`src/hdl/paf_map.svh`:
```
`ifndef PAF_MAP_SVH
`define PAF_MAP_SVH
// Port indices
`define PAF_PA 0
`define PAF_PB 1
`define PAF_PC 2
`define PAF_PD 3
`define PAF_PE 4
`define PAF_NPORT 5
`define PAF_NSEL 3
// Register byte offsets
`define PAF_OFF_SEL1_A 8'h00
`define PAF_OFF_SEL1_B 8'h04
`define PAF_OFF_SEL1_C 8'h08
`define PAF_OFF_SEL2_A 8'h0C
`define PAF_OFF_SEL2_B 8'h10
`define PAF_OFF_SEL2_C 8'h14
`define PAF_OFF_AFEN_A 8'h18
`define PAF_OFF_AFEN_B 8'h1C
`define PAF_OFF_AFEN_C 8'h20
`define PAF_OFF_AFEN_D 8'h24
`define PAF_OFF_AFEN_E 8'h28
`define PAF_OFF_CFG    8'h2C
`define PAF_OFF_LED    8'h30
`define PAF_OFF_RSVD   8'h34
// Reset values
`define PAF_RST_BYTE   8'h00
`define PAF_RST_EN_D   8'h01
`define PAF_RST_LED    16'h0000
`define PAF_RST_WORD   32'h0000_0000
// Config field
`define PAF_CFG_PKG28  0
// Bus responses
`define PAF_RESP_OKAY  2'b00
`define PAF_RESP_SLVE  2'b10
// Valid selection masks: OK0 = code 0 usable, OK1 = code 1 usable
`define PAF_OK0_A      8'hFF
`define PAF_OK1_A_20   8'hF0
`define PAF_OK1_A_28   8'hC0
`define PAF_OK0_B      8'h08
`define PAF_OK1_B_20   8'h0F
`define PAF_OK1_B_28   8'h3F
`define PAF_OK0_C_20   8'h08
`define PAF_OK0_C_28   8'hFA
`define PAF_OK1_C_20   8'h0F
`define PAF_OK1_C_28   8'hFF
`define PAF_OK0_D      8'h01
`define PAF_OK0_E      8'h00
`define PAF_NONE       8'h00
// Named pins
`define PAF_B_CLK_PIN  3
`define PAF_B_VREF_PIN 5
`define PAF_C_CMP_PIN  3
`define PAF_C_LED_PIN  4
`define PAF_A_SCL_PIN  6
`define PAF_A_DE_PIN   2
`define PAF_A_T0_PIN   0
`define PAF_D_RST_PIN  0
`endif

```
`src/hdl/paf_pkg.sv`:
```
`include "paf_map.svh"
package paf_pkg;
  typedef logic [7:0] paf_byte_t;
  typedef logic [`PAF_NPORT-1:0][7:0] paf_ports_t;
  typedef enum logic {PAF_PKG_20, PAF_PKG_28} paf_pkg_t;
endpackage

```
`src/hdl/paf_route_if.sv`:
```
`timescale 1ns/1ps
// Carries one port's configuration into the router and the pin modes back
interface paf_route_if;
  logic [7:0] sel;   // Selection byte
  logic [7:0] en;    // Alternate enable
  logic [7:0] ok0;   // Code 0 usable
  logic [7:0] ok1;   // Code 1 usable
  logic [7:0] act0;  // Code 0 function live
  logic [7:0] act1;  // Code 1 function live
  logic [7:0] gpio;  // Plain I/O
  logic [7:0] rsv;   // Enabled on a reserved code
  modport route (input sel, en, ok0, ok1, output act0, act1, gpio, rsv);
  modport cfg   (output sel, en, ok0, ok1, input act0, act1, gpio, rsv);
endinterface

```
`src/hdl/paf_pin_route.sv`:
```
`timescale 1ns/1ps
// Per-port mode decode, pure combinational
module paf_pin_route (
  paf_route_if.route rt
);
  // Enable off keeps the pin on general I/O
  assign rt.gpio = ~rt.en;
  // Code 0 live only where usable on this port
  assign rt.act0 = rt.en & ~rt.sel & rt.ok0;
  // Code 1 live only where usable on this port
  assign rt.act1 = rt.en & rt.sel & rt.ok1;
  // Enabled but nothing usable behind the code
  assign rt.rsv  = rt.en & ~((~rt.sel & rt.ok0) | (rt.sel & rt.ok1));
endmodule

```
`src/hdl/paf_top.sv`:
```
// The placing of the registers and the AXI4-Lite register port are this design's own decisions.
`timescale 1ns/1ps
`include "paf_map.svh"
// Notes on behaviour
// - Port B selection picks analog or clock
// - 28-pin B4/B5 code 1: analog, reference
// - 20-pin port C: analog/LED_CURRENT_DRIVE, pin3 comparator
// - 28-pin A0/A1 timer0, A6/A7 timer1 or bus
// - 28-pin A2-A5 serial on code 0 only
// - Second set register stored, never steers
// - Function live only with its enable set
// - Port D enable connects single function; port E enable connects none
// - Alternate pins take direction from peripheral
// - LED_CURRENT_DRIVE mode via code 1, level registers
module paf_top
  import paf_pkg::*;
(
  input  wire logic        aclk,
  input  wire logic        aresetn,
  input  wire logic [7:0]  awaddr,
  input  wire logic        awvalid,
  output logic             awready,
  input  wire logic [31:0] wdata,
  input  wire logic [3:0]  wstrb,
  input  wire logic        wvalid,
  output logic             wready,
  output logic [1:0]       bresp,
  output logic             bvalid,
  input  wire logic        bready,
  input  wire logic [7:0]  araddr,
  input  wire logic        arvalid,
  output logic             arready,
  output logic [31:0]      rdata,
  output logic [1:0]       rresp,
  output logic             rvalid,
  input  wire logic        rready,
  input  wire paf_ports_t  pin_in,
  output paf_ports_t       pin_out,
  output paf_ports_t       pin_oe,
  input  wire paf_ports_t  gpio_out,
  input  wire paf_ports_t  gpio_dir,
  output paf_ports_t       gpio_in,
  input  wire paf_ports_t  alt0_out,
  input  wire paf_ports_t  alt0_oe,
  output paf_ports_t       alt0_in,
  input  wire paf_ports_t  alt1_out,
  input  wire paf_ports_t  alt1_oe,
  output paf_ports_t       alt1_in,
  output logic [7:0]       led_en,
  output logic [15:0]      led_level
);

  //////////////////////////////////////////////////////////////////////////////
  // Configuration state
  logic [`PAF_NSEL-1:0][7:0]  sel1_r;   // First set, steers routing
  logic [`PAF_NSEL-1:0][7:0]  sel2_r;   // Second set, storage only
  paf_ports_t                 afen_r;   // Per-pin alternate enable
  paf_pkg_t                   pkg_r;    // Package variant
  logic [15:0]                led_r;    // Two level bits per port C pin
  paf_ports_t                 act0_w;   // Code 0 live per pin
  paf_ports_t                 act1_w;   // Code 1 live per pin
  paf_ports_t                 rsv_w;    // Reserved hits per pin

  // Write channel state
  logic                       aw_hold_r;
  logic [7:0]                 awaddr_r;
  logic                       w_hold_r;
  logic [31:0]                wdata_r;
  logic [3:0]                 wstrb_r;
  logic                       bvalid_r;
  logic [1:0]                 bresp_r;
  logic                       do_wr;
  // Read channel state
  logic                       rvalid_r;
  logic [31:0]                rdata_r;
  logic [1:0]                 rresp_r;
  logic [31:0]                rd_data;
  logic                       rd_err;

  //////////////////////////////////////////////////////////////////////////////
  // Address and data accepted in either order, one write at a time
  assign awready = !aw_hold_r && !bvalid_r;
  assign wready  = !w_hold_r && !bvalid_r;
  assign do_wr   = aw_hold_r && w_hold_r && !bvalid_r;
  assign bvalid  = bvalid_r;
  assign bresp   = bresp_r;

  // Address capture
  always_ff @(posedge aclk) begin
    if (!aresetn) begin
      aw_hold_r <= 1'b0;
      awaddr_r  <= `PAF_RST_BYTE;
    end else if (awvalid && awready) begin
      aw_hold_r <= 1'b1;
      awaddr_r  <= awaddr;
    end else if (do_wr) begin
      aw_hold_r <= 1'b0;
    end
  end

  // Data capture
  always_ff @(posedge aclk) begin
    if (!aresetn) begin
      w_hold_r <= 1'b0;
      wdata_r  <= `PAF_RST_WORD;
      wstrb_r  <= 4'h0;
    end else if (wvalid && wready) begin
      w_hold_r <= 1'b1;
      wdata_r  <= wdata;
      wstrb_r  <= wstrb;
    end else if (do_wr) begin
      w_hold_r <= 1'b0;
    end
  end

  // Byte lane merge, only lanes the strobe names change
  function automatic paf_byte_t lane(paf_byte_t old, logic stb, paf_byte_t nw);
    lane = stb ? nw : old;
  endfunction

  // Register writes; second set kept but unread by routing
  always_ff @(posedge aclk) begin
    if (!aresetn) begin
      sel1_r <= '0;
      sel2_r <= '0;
      afen_r <= '0;
      afen_r[`PAF_PD] <= `PAF_RST_EN_D;  // Pin D0 wakes as reset
      pkg_r  <= PAF_PKG_20;
      led_r  <= `PAF_RST_LED;
      bresp_r <= `PAF_RESP_OKAY;
    end else if (do_wr) begin
      bresp_r <= `PAF_RESP_OKAY;
      if (awaddr_r == `PAF_OFF_SEL1_A) begin
        sel1_r[`PAF_PA] <= lane(sel1_r[`PAF_PA], wstrb_r[0], wdata_r[7:0]);
      end else if (awaddr_r == `PAF_OFF_SEL1_B) begin
        sel1_r[`PAF_PB] <= lane(sel1_r[`PAF_PB], wstrb_r[0], wdata_r[7:0]);
      end else if (awaddr_r == `PAF_OFF_SEL1_C) begin
        sel1_r[`PAF_PC] <= lane(sel1_r[`PAF_PC], wstrb_r[0], wdata_r[7:0]);
      end else if (awaddr_r == `PAF_OFF_SEL2_A) begin
        sel2_r[`PAF_PA] <= lane(sel2_r[`PAF_PA], wstrb_r[0], wdata_r[7:0]);
      end else if (awaddr_r == `PAF_OFF_SEL2_B) begin
        sel2_r[`PAF_PB] <= lane(sel2_r[`PAF_PB], wstrb_r[0], wdata_r[7:0]);
      end else if (awaddr_r == `PAF_OFF_SEL2_C) begin
        sel2_r[`PAF_PC] <= lane(sel2_r[`PAF_PC], wstrb_r[0], wdata_r[7:0]);
      end else if (awaddr_r == `PAF_OFF_AFEN_A) begin
        afen_r[`PAF_PA] <= lane(afen_r[`PAF_PA], wstrb_r[0], wdata_r[7:0]);
      end else if (awaddr_r == `PAF_OFF_AFEN_B) begin
        afen_r[`PAF_PB] <= lane(afen_r[`PAF_PB], wstrb_r[0], wdata_r[7:0]);
      end else if (awaddr_r == `PAF_OFF_AFEN_C) begin
        afen_r[`PAF_PC] <= lane(afen_r[`PAF_PC], wstrb_r[0], wdata_r[7:0]);
      end else if (awaddr_r == `PAF_OFF_AFEN_D) begin
        afen_r[`PAF_PD] <= lane(afen_r[`PAF_PD], wstrb_r[0], wdata_r[7:0]);
      end else if (awaddr_r == `PAF_OFF_AFEN_E) begin
        afen_r[`PAF_PE] <= lane(afen_r[`PAF_PE], wstrb_r[0], wdata_r[7:0]);
      end else if (awaddr_r == `PAF_OFF_CFG) begin
        if (wstrb_r[0]) begin
          pkg_r <= paf_pkg_t'(wdata_r[`PAF_CFG_PKG28]);
        end
      end else if (awaddr_r == `PAF_OFF_LED) begin
        led_r[7:0]  <= lane(led_r[7:0], wstrb_r[0], wdata_r[7:0]);
        led_r[15:8] <= lane(led_r[15:8], wstrb_r[1], wdata_r[15:8]);
      end else if (awaddr_r == `PAF_OFF_RSVD) begin
        bresp_r <= `PAF_RESP_OKAY;  // Status is read-only, write dropped
      end else begin
        bresp_r <= `PAF_RESP_SLVE;  // Unmapped
      end
    end
  end

  // Write response, held until the master takes it
  always_ff @(posedge aclk) begin
    if (!aresetn) begin
      bvalid_r <= 1'b0;
    end else if (do_wr) begin
      bvalid_r <= 1'b1;
    end else if (bready) begin
      bvalid_r <= 1'b0;
    end
  end

  //////////////////////////////////////////////////////////////////////////////
  // Read decode; bits above the register width read as zero
  always_comb begin
    rd_data = `PAF_RST_WORD;
    rd_err  = 1'b0;
    if (araddr == `PAF_OFF_SEL1_A) begin
      rd_data[7:0] = sel1_r[`PAF_PA];
    end else if (araddr == `PAF_OFF_SEL1_B) begin
      rd_data[7:0] = sel1_r[`PAF_PB];
    end else if (araddr == `PAF_OFF_SEL1_C) begin
      rd_data[7:0] = sel1_r[`PAF_PC];
    end else if (araddr == `PAF_OFF_SEL2_A) begin
      rd_data[7:0] = sel2_r[`PAF_PA];
    end else if (araddr == `PAF_OFF_SEL2_B) begin
      rd_data[7:0] = sel2_r[`PAF_PB];
    end else if (araddr == `PAF_OFF_SEL2_C) begin
      rd_data[7:0] = sel2_r[`PAF_PC];
    end else if (araddr == `PAF_OFF_AFEN_A) begin
      rd_data[7:0] = afen_r[`PAF_PA];
    end else if (araddr == `PAF_OFF_AFEN_B) begin
      rd_data[7:0] = afen_r[`PAF_PB];
    end else if (araddr == `PAF_OFF_AFEN_C) begin
      rd_data[7:0] = afen_r[`PAF_PC];
    end else if (araddr == `PAF_OFF_AFEN_D) begin
      rd_data[7:0] = afen_r[`PAF_PD];
    end else if (araddr == `PAF_OFF_AFEN_E) begin
      rd_data[7:0] = afen_r[`PAF_PE];
    end else if (araddr == `PAF_OFF_CFG) begin
      rd_data[`PAF_CFG_PKG28] = (pkg_r == PAF_PKG_28);
    end else if (araddr == `PAF_OFF_LED) begin
      rd_data[15:0] = led_r;
    end else if (araddr == `PAF_OFF_RSVD) begin
      rd_data[23:0] = {rsv_w[`PAF_PC], rsv_w[`PAF_PB], rsv_w[`PAF_PA]};
    end else begin
      rd_err = 1'b1;
    end
  end

  // Read answer registered on the same edge that takes the address
  assign arready = !rvalid_r;
  assign rvalid  = rvalid_r;
  assign rdata   = rdata_r;
  assign rresp   = rresp_r;

  always_ff @(posedge aclk) begin
    if (!aresetn) begin
      rvalid_r <= 1'b0;
      rdata_r  <= `PAF_RST_WORD;
      rresp_r  <= `PAF_RESP_OKAY;
    end else if (arvalid && arready) begin
      rvalid_r <= 1'b1;
      rdata_r  <= rd_data;
      rresp_r  <= rd_err ? `PAF_RESP_SLVE : `PAF_RESP_OKAY;
    end else if (rready) begin
      rvalid_r <= 1'b0;
    end
  end

  //////////////////////////////////////////////////////////////////////////////
  // Usable codes per port and package; returns {ok1, ok0}
  function automatic logic [15:0] ok_masks(int p, paf_pkg_t pk);
    logic big;
    big = (pk == PAF_PKG_28);
    case (p)
      `PAF_PA: ok_masks = {big ? `PAF_OK1_A_28 : `PAF_OK1_A_20, `PAF_OK0_A};
      `PAF_PB: ok_masks = {big ? `PAF_OK1_B_28 : `PAF_OK1_B_20, `PAF_OK0_B};
      `PAF_PC: ok_masks = {big ? `PAF_OK1_C_28 : `PAF_OK1_C_20,
                           big ? `PAF_OK0_C_28 : `PAF_OK0_C_20};
      `PAF_PD: ok_masks = {`PAF_NONE, `PAF_OK0_D};
      default: ok_masks = {`PAF_NONE, `PAF_OK0_E};
    endcase
  endfunction

  // One router and one pin stage per port
  for (genvar p = 0; p < `PAF_NPORT; p++) begin : g_port
    paf_route_if rif();
    logic [15:0] okm;
    logic [7:0]  out_q, oe_q, gin_q, a0_q, a1_q;

    assign okm = ok_masks(p, pkg_r);
    // Ports without set registers see code 0
    if (p < `PAF_NSEL) begin : g_sel
      assign rif.sel = sel1_r[p];
    end else begin : g_nosel
      assign rif.sel = `PAF_NONE;
    end
    assign rif.en  = afen_r[p];
    assign rif.ok0 = okm[7:0];
    assign rif.ok1 = okm[15:8];

    paf_pin_route u_route (
      .rt (rif.route)
    );

    assign act0_w[p] = rif.act0;
    assign act1_w[p] = rif.act1;
    assign rsv_w[p]  = rif.rsv;

    // Pin drive: GPIO direction, or peripheral direction, or off
    always_ff @(posedge aclk) begin
      if (!aresetn) begin
        out_q <= `PAF_NONE;
        oe_q  <= `PAF_NONE;
      end else begin
        out_q <= (rif.gpio & gpio_out[p]) | (rif.act0 & alt0_out[p]) |
                 (rif.act1 & alt1_out[p]);
        oe_q  <= (rif.gpio & gpio_dir[p]) | (rif.act0 & alt0_oe[p]) |
                 (rif.act1 & alt1_oe[p]);
      end
    end

    // Pin sampling, peripherals see only their own live pins
    always_ff @(posedge aclk) begin
      if (!aresetn) begin
        gin_q <= `PAF_NONE;
        a0_q  <= `PAF_NONE;
        a1_q  <= `PAF_NONE;
      end else begin
        gin_q <= pin_in[p];
        a0_q  <= pin_in[p] & rif.act0;
        a1_q  <= pin_in[p] & rif.act1;
      end
    end

    assign pin_out[p] = out_q;
    assign pin_oe[p]  = oe_q;
    assign gpio_in[p] = gin_q;
    assign alt0_in[p] = a0_q;
    assign alt1_in[p] = a1_q;
  end

  // LED_CURRENT_DRIVE mode on port C code 1, current level always from its register
  always_ff @(posedge aclk) begin
    if (!aresetn) begin
      led_en    <= `PAF_NONE;
      led_level <= `PAF_RST_LED;
    end else begin
      led_en    <= act1_w[`PAF_PC];
      led_level <= led_r;
    end
  end

  //////////////////////////////////////////////////////////////////////////////
  // Checks
  // Checks armed one edge after reset lifts; the first attempt would
  // otherwise hold reset-cleared flops against live inputs
  logic chk_live_r;  // Low through reset and its release edge
  always_ff @(posedge aclk) begin
    if (!aresetn) begin
      chk_live_r <= 1'b0;
    end else begin
      chk_live_r <= 1'b1;
    end
  end
endmodule

```
`config.mk`:
```
export PLATFORM = sky130hd
export DESIGN_NAME = paf_top
export DESIGN_NICKNAME = d
export VERILOG_FILES = /design/src/hdl/paf_pkg.sv /design/src/hdl/paf_route_if.sv /design/src/hdl/paf_pin_route.sv /design/src/hdl/paf_top.sv
export VERILOG_INCLUDE_DIRS = /design/src /design/src/hdl
export SDC_FILE = /design/constraint.sdc
export NUM_CORES = 1
export LEC_CHECK = 0
export ABC_AREA = 1
export BUFFER_PORTS_ARGS = -buffer_cell sky130_fd_sc_hd__buf_2
export CAP_MARGIN = 20
export CORE_AREA = 2 2 237 239
export CTS_CLUSTER_DIAMETER = 120
export DETAILED_ROUTE_END_ITERATION = 8
export DIE_AREA = 0 0 239 241
export PLACE_DENSITY_LB_ADDON = 0.3
export SYNTH_ARGS = -nofsm -noshare
export SYNTH_HDL_FRONTEND = slang
export SYNTH_SLANG_ARGS = --single-unit
```
`constraint.sdc`:
```
create_clock -name aclk -period 2.4 [get_ports aclk]
set_input_delay 0.36 -clock aclk [delete_from_list [all_inputs] [get_ports aclk]]
set_output_delay 0.36 -clock aclk [all_outputs]
set_load 0.02 [all_outputs]
```
Yosys cells after proc, flatten, opt, wreduce, memory -nomap -nowiden
Index checks and enable logic that the tools add are counted.

cells by class
  equal/unequal tests = 26
  mux-type cells = 67
  reductions and logical operators = 31
  bitwise logic cells = 88

operators by type and width
  kind                  number
  $and A8 B8 Y8         39
  $mux W16              12
  $or A8 B8 Y8          16
  $mux W8               14
  $eq A8 B6 Y1 const B  12
  $not A8 Y8            10
  $eq A8 B5 Y1 const B  8
  $eq A8 B4 Y1 const B  4
  $mux W2               15
  $reduce_and A15 Y1    2
  $mux W24              1
  $mux W23              1
  $mux W1               22
  $and A1 B8 Y8         2
  $and A4 B8 Y8         2
  $and A8 B6 Y8         2
  $eq A8 B3 Y1 const B  2
  $logic_not A8 Y1      2
  $reduce_and A14 Y1    1
  $reduce_and A13 Y1    1
  $mux W6               2
  $not A1 Y1            12
  $reduce_and A12 Y1    1
  $reduce_and A11 Y1    1
  16 further kinds      28

word-level totals
  bits in registers = 363
  word-level logic and storage cells = 260
  input port bits = 339
  output and inout bits = 265

Longest topological paths before layout
  depth in word-level cells = 19
  gate-level depth with buffers = 15
  depth with buffers taken out = 15

Cells and area by module
Synthesis repeated with hierarchy kept, for this count alone.

second synthesis, totals
  cells, all modules = 2376
  area, all modules = 16241.8 µm²

modules (own cells, without submodules)
  module         seq. area each (µm²)  cells an instance  instances  area an instance (µm²)
  paf_top        7707.4                1941               1          14521.4
  paf_pin_route  0.0                   87                 5          344.1

Worst setup path before layout
OpenSTA, ideal clock, no wires.

  kind = register to register
  from = register bvalid_r (netlist: bvalid)
  to = register afen_r (netlist bit g_port[2].rif.en[6])
  cell stages (with the launch flop) = 12
  path buffers = 1
  setup time = 122 ps
  required time = 2278 ps
  arrival = 1633 ps
  period minus slack after synthesis = 1754 ps
  setup slack = 646 ps
  cell sequence = dfxtp_1 nor2_4 inv_2 nor2_4 inv_2 a21oi_2 inv_2 nor3_4 nand2_2 buf_2 o21ai_1 a21oi_1

on the way
  longest elaborated chain between the ends = 3

RTL lines
  element                              line            text
  from (decl)                          paf_top.sv:70   logic bvalid_r;
  from (signal assigned)               paf_top.sv:173  bvalid_r <= 1'b0;
  from (signal assigned)               paf_top.sv:175  bvalid_r <= 1'b1;
  from (signal assigned)               paf_top.sv:177  bvalid_r <= 1'b0;
  $logic_not A1 Y1                     paf_top.sv:84   assign do_wr = aw_hold_r && w_hold_r && !bvalid_r;
  $logic_and A1 B1 Y1                  paf_top.sv:84
  $reduce_and A11 Y1 (no source line)  --
  to (signal, indexed assignment)      paf_top.sv:127  afen_r[`PAF_PD] <= `PAF_RST_EN_D;
  to (signal, indexed assignment)      paf_top.sv:146  afen_r[`PAF_PA] <= lane(afen_r[`PAF_PA], wstrb_r[0], wdata_r[7:0]);
  to (signal, indexed assignment)      paf_top.sv:148  afen_r[`PAF_PB] <= lane(afen_r[`PAF_PB], wstrb_r[0], wdata_r[7:0]);
  to (decl)                            paf_top.sv:57   paf_ports_t afen_r;

No other way between the ends.
A chain may end at the register's enable or synchronous reset.

Final worst setup path
  from = register awaddr_r[0]
  to = register afen_r (netlist bit g_port[0].rif.en[5])

on the way
  longest elaborated chain between the ends = 3
  elaborated cells between the ends (all ways) = 14
  those cells by class = 6 x eq/ne; 6 x bitwise; 2 x reduce/logical

RTL lines
  element                                                line           text
  from (decl)                                            paf_top.sv:66  logic [7:0] awaddr_r;
  from (signal assigned)                                 paf_top.sv:92  awaddr_r <= `PAF_RST_BYTE;
  from (signal assigned)                                 paf_top.sv:95  awaddr_r <= awaddr;
  $eq A8 B5 Y1 (no source line) (tied with other cells)  --
  $not A1 Y1 (no source line)                            --
  $reduce_and A9 Y1 (no source line) *                   --

Mark *: on every way between the ends. The rest lies on a longest branch, timed or not.

==> flow_summary.yaml <==
pwr:
  powerDensity_nw_per_um2: 768.1
  p_leak_nw: 8.612
  vdd_drop_max_v: 0.0004180
  power.total_w: 0.01380
outcome:
  status: "finished clean"
placement:
  gp_congestion: 0.8927
  hpwl_um: 38550
  io_buffer_count: 436
  dpl_cell_area_um2: 15790
logic_synthesis:
  synth_top_cell_area_share: 0.5269
  synth_most_common_cell: "dfxtp_1"
  yosysWarnings: 0
  synth_seq_cells: 338
  ys_types: 41
  yosys-top-cells-count: "dfxtp_1, nand2_1, inv_1"
  async_flop_share: 0
  synthCells: 1640
  synth_top_cell_by_area: "dfxtp_1"
  yosysSeqAreaShare: 0.5269
  syn_area_per_cell_um2: 7.831
  synth_area_um2: 12840
  synth-main-ff-cell: "dfxtp_1"
  yosys-top-cells-area: "dfxtp_1, nand2_1, a21oi_1"
  synth_edf_count: 0
timing:
  max_freq_ghz: 0.4770
  slew_headroom: 0.5308
  worst_slew_pin_slew_ps: 703.0
  finalMaxSlewViolations: 0
  setup_viol: 0
  min_period_ps: 2096
  skew_ps: 13.68
  rsz0062_at_grt: "no"
  fin_setup_tns_ps: 0
  hold_viol: 0
  finalCritPeriodShare: 0.8734
clock_tree:
  cts_buffer_depth: 3
  clk_pin_slew_worst_paths_ps: 60
  post-cts-setup-buffers: 0
  cts.sinks: 338
  cts-buffers-inserted: 41
  clock_latency_ps: 560
  cts_tree: "yes"
  cts_resized: 0
  cts_htree_levels: 2
  cts_root_buffer: "clkbuf_16"
  cts_hold_buf: 71
routing:
  drt_iter0_drc: 901
  first_pass_iters: 5
  drt-total-wl_um: 50520
  vias: 12730
  drc: 0
  avgRoutedWirePerCell_um: 17.41
  detail-route-antenna-nets: 0
  viasPerCell: 4.388
global_route:
  grt_overflow: 0
  antenna_found_initial: 8
  grt_start_max_net_pins: 61
  grt_use_total: 0.1674
  grt_pass1_wl_um: 72480
  grt_pass1_vias: 12040
worst_setup_path:
  slowest_stage: "dfxtp_1"
  crit_path_start: "awaddr_r[0]"
  critPathMaxStageDelay_ps: 320
  ff2ff_path_depth: 12
  cp.arrival_ps: 2520
  setup.worst_path.class: "flip-flop to flip-flop"
  endpoint_kind: "flip-flop"
  critPathMaxFanout: 9
  rrSetupSlack_ps: 300
  startpoint_type: "flip-flop"
  crit_chain: "nor2_2 -> inv_2 -> nor2_2 -> inv_2 -> nor2_1 -> inv_1 -> nor2_2 -> nor3_4 -> nand2_2 -> inv_2 -> o21ai_1 -> a21oi_1"
  required_ps: 2820
  r2r-start: "awaddr_r[0]"
  crit_path_end: "g_port[0].rif.en[5]"
  reg2reg_to: "g_port[0].rif.en[5]"
layout:
  design_area_um2: 17960
  drive_gt1_frac: 0.2614
  syn2layout_area_growth_pct: 39.86
  nets: 2505
  nFillCells: 5795
floorplanning:
  start_util: 0.2340
  die_w_um: 239
  core_um2: 54880
  dieArea_um2: 57600
  num_rows: 86
  pin_count: 604
  die_y_um: 241
min_path:
  hp-class: "primary input to flip-flop"
run:
  cap_viol_max_count: 0
## how the worst min path moves through the flow
stage / start / endpoint / cells past startpoint
2_1_floorplan: g_port[3].rif.en[2] / g_port[3].oe_q[2] / 1
3_3_place_gp: wdata_r[8] / wdata_r[8] / 2
3_5_place_dp: g_port[0].rif.sel[7] / g_port[0].a0_q[7] / 1
4_1_cts: alt1_oe[4] / g_port[0].oe_q[4] / 3
5_1_grt: gpio_out[36] / g_port[4].out_q[4] / 3
6_report: gpio_out[38] / g_port[4].out_q[6] / 3
## per-stage QoR
step,util,cells,worst slack (ps),hold WS [ps]
final,0.3273,2902,303.7,33.25
after global routing,0.3272,2901,59.52,15.36
after CTS,0.3272,2900,275.0,1.459
after detailed placement,0.2877,2756,219.4,443.5
after global placement,0.2877,2756,207.4,436.9
after floorplan,-,1696,645.6,411.0
## registers in the layout (all words and copies together) (netlist names)
register        cells
g_port.gin_q       40
sel2_r             24
g_port.a0_q        16
rresp               1
w_hold_r            1
bresp               1
led_en              8
wstrb_r             2
g_port.out_q       40
g_port.a1_q        18
rdata              23
bvalid              1
pkg_r               1
aw_hold_r           1
led_level          16
g_port.oe_q        40
led_r              16
wdata_r            16
g_port.rif.en      40
rvalid              1
awaddr_r            8
g_port.rif.sel     24
## where the power goes
part / switching (W) / internal, W / total, W
registers: 0.0000874 / 0.00577 / 0.00586
logic: 0.000771 / 0.000433 / 0.00120
clock network: 0.00248 / 0.00426 / 0.00673
## kinds of logic (layout without fill, tap and decap cells)
| kind of cell | count (synthesis) | in the layout | share of synthesized area |
|---|---|---|---|
| other | 1 | 59 | 0.0002920 |
| and+or+nand+nor | 651 | 651 | 0.2169 |
| AOI/OAI and AO/OA | 326 | 326 | 0.1423 |
| DFF | 338 | 338 | 0.5269 |
| buffers and inverters | 324 | 824 | 0.1136 |
## per-layer routing
layer,vias up,global-route usage,wire length [um]
met5,-,0,66
met4,12,0.05019,1363
met3,90,0.04701,3881
met2,474,0.2808,23810
met1,5905,0.2086,21400
li1,6252,-,-
## cells in the final DEF, fill, tap and decap left out, drive strengths merged
cell         instances
inv                201
conb                57
nor2               193
o22ai                1
o221ai               2
nand3b               2
a31oi                2
a211oi              44
clkbuf              59
nor3b                5
bufinv               8
buf                477
a32o                 4
clkinv               7
nor3                25
nor4                 6
a221oi               3
nand3               75
dfxtp              338
nand2              317
o21a                 1
dlygate4sd3         71
clkinvlp             1
o41ai                2
o211ai               5
a311oi               1
diode                2
a21oi              158
o21ai              101
or2                  2
nand4               26
a22o                 2
## worst max-delay path: cells and delay by family, from the launching register on
family	cells	cell delay, ps
compound gates	2	190
buf+inv	4	430
flops	1	320
simple gates	6	1020
## cell type report
cell class | instances | area, um2 | share of cell area
timing repair buffer | 548 | 3257 | 0.1813
tap | 704 | 880.8 | 0.04904
sequential | 338 | 6766 | 0.3767
antenna | 2 | 5.005 | 0.0002786
inverter | 203 | 764.5 | 0.04256
multi-input combinational | 1034 | 4830 | 0.2689
clock buffer | 59 | 1174 | 0.06534
clock inverter | 14 | 284.0 | 0.01581
(Power assumes the default switching activity.)
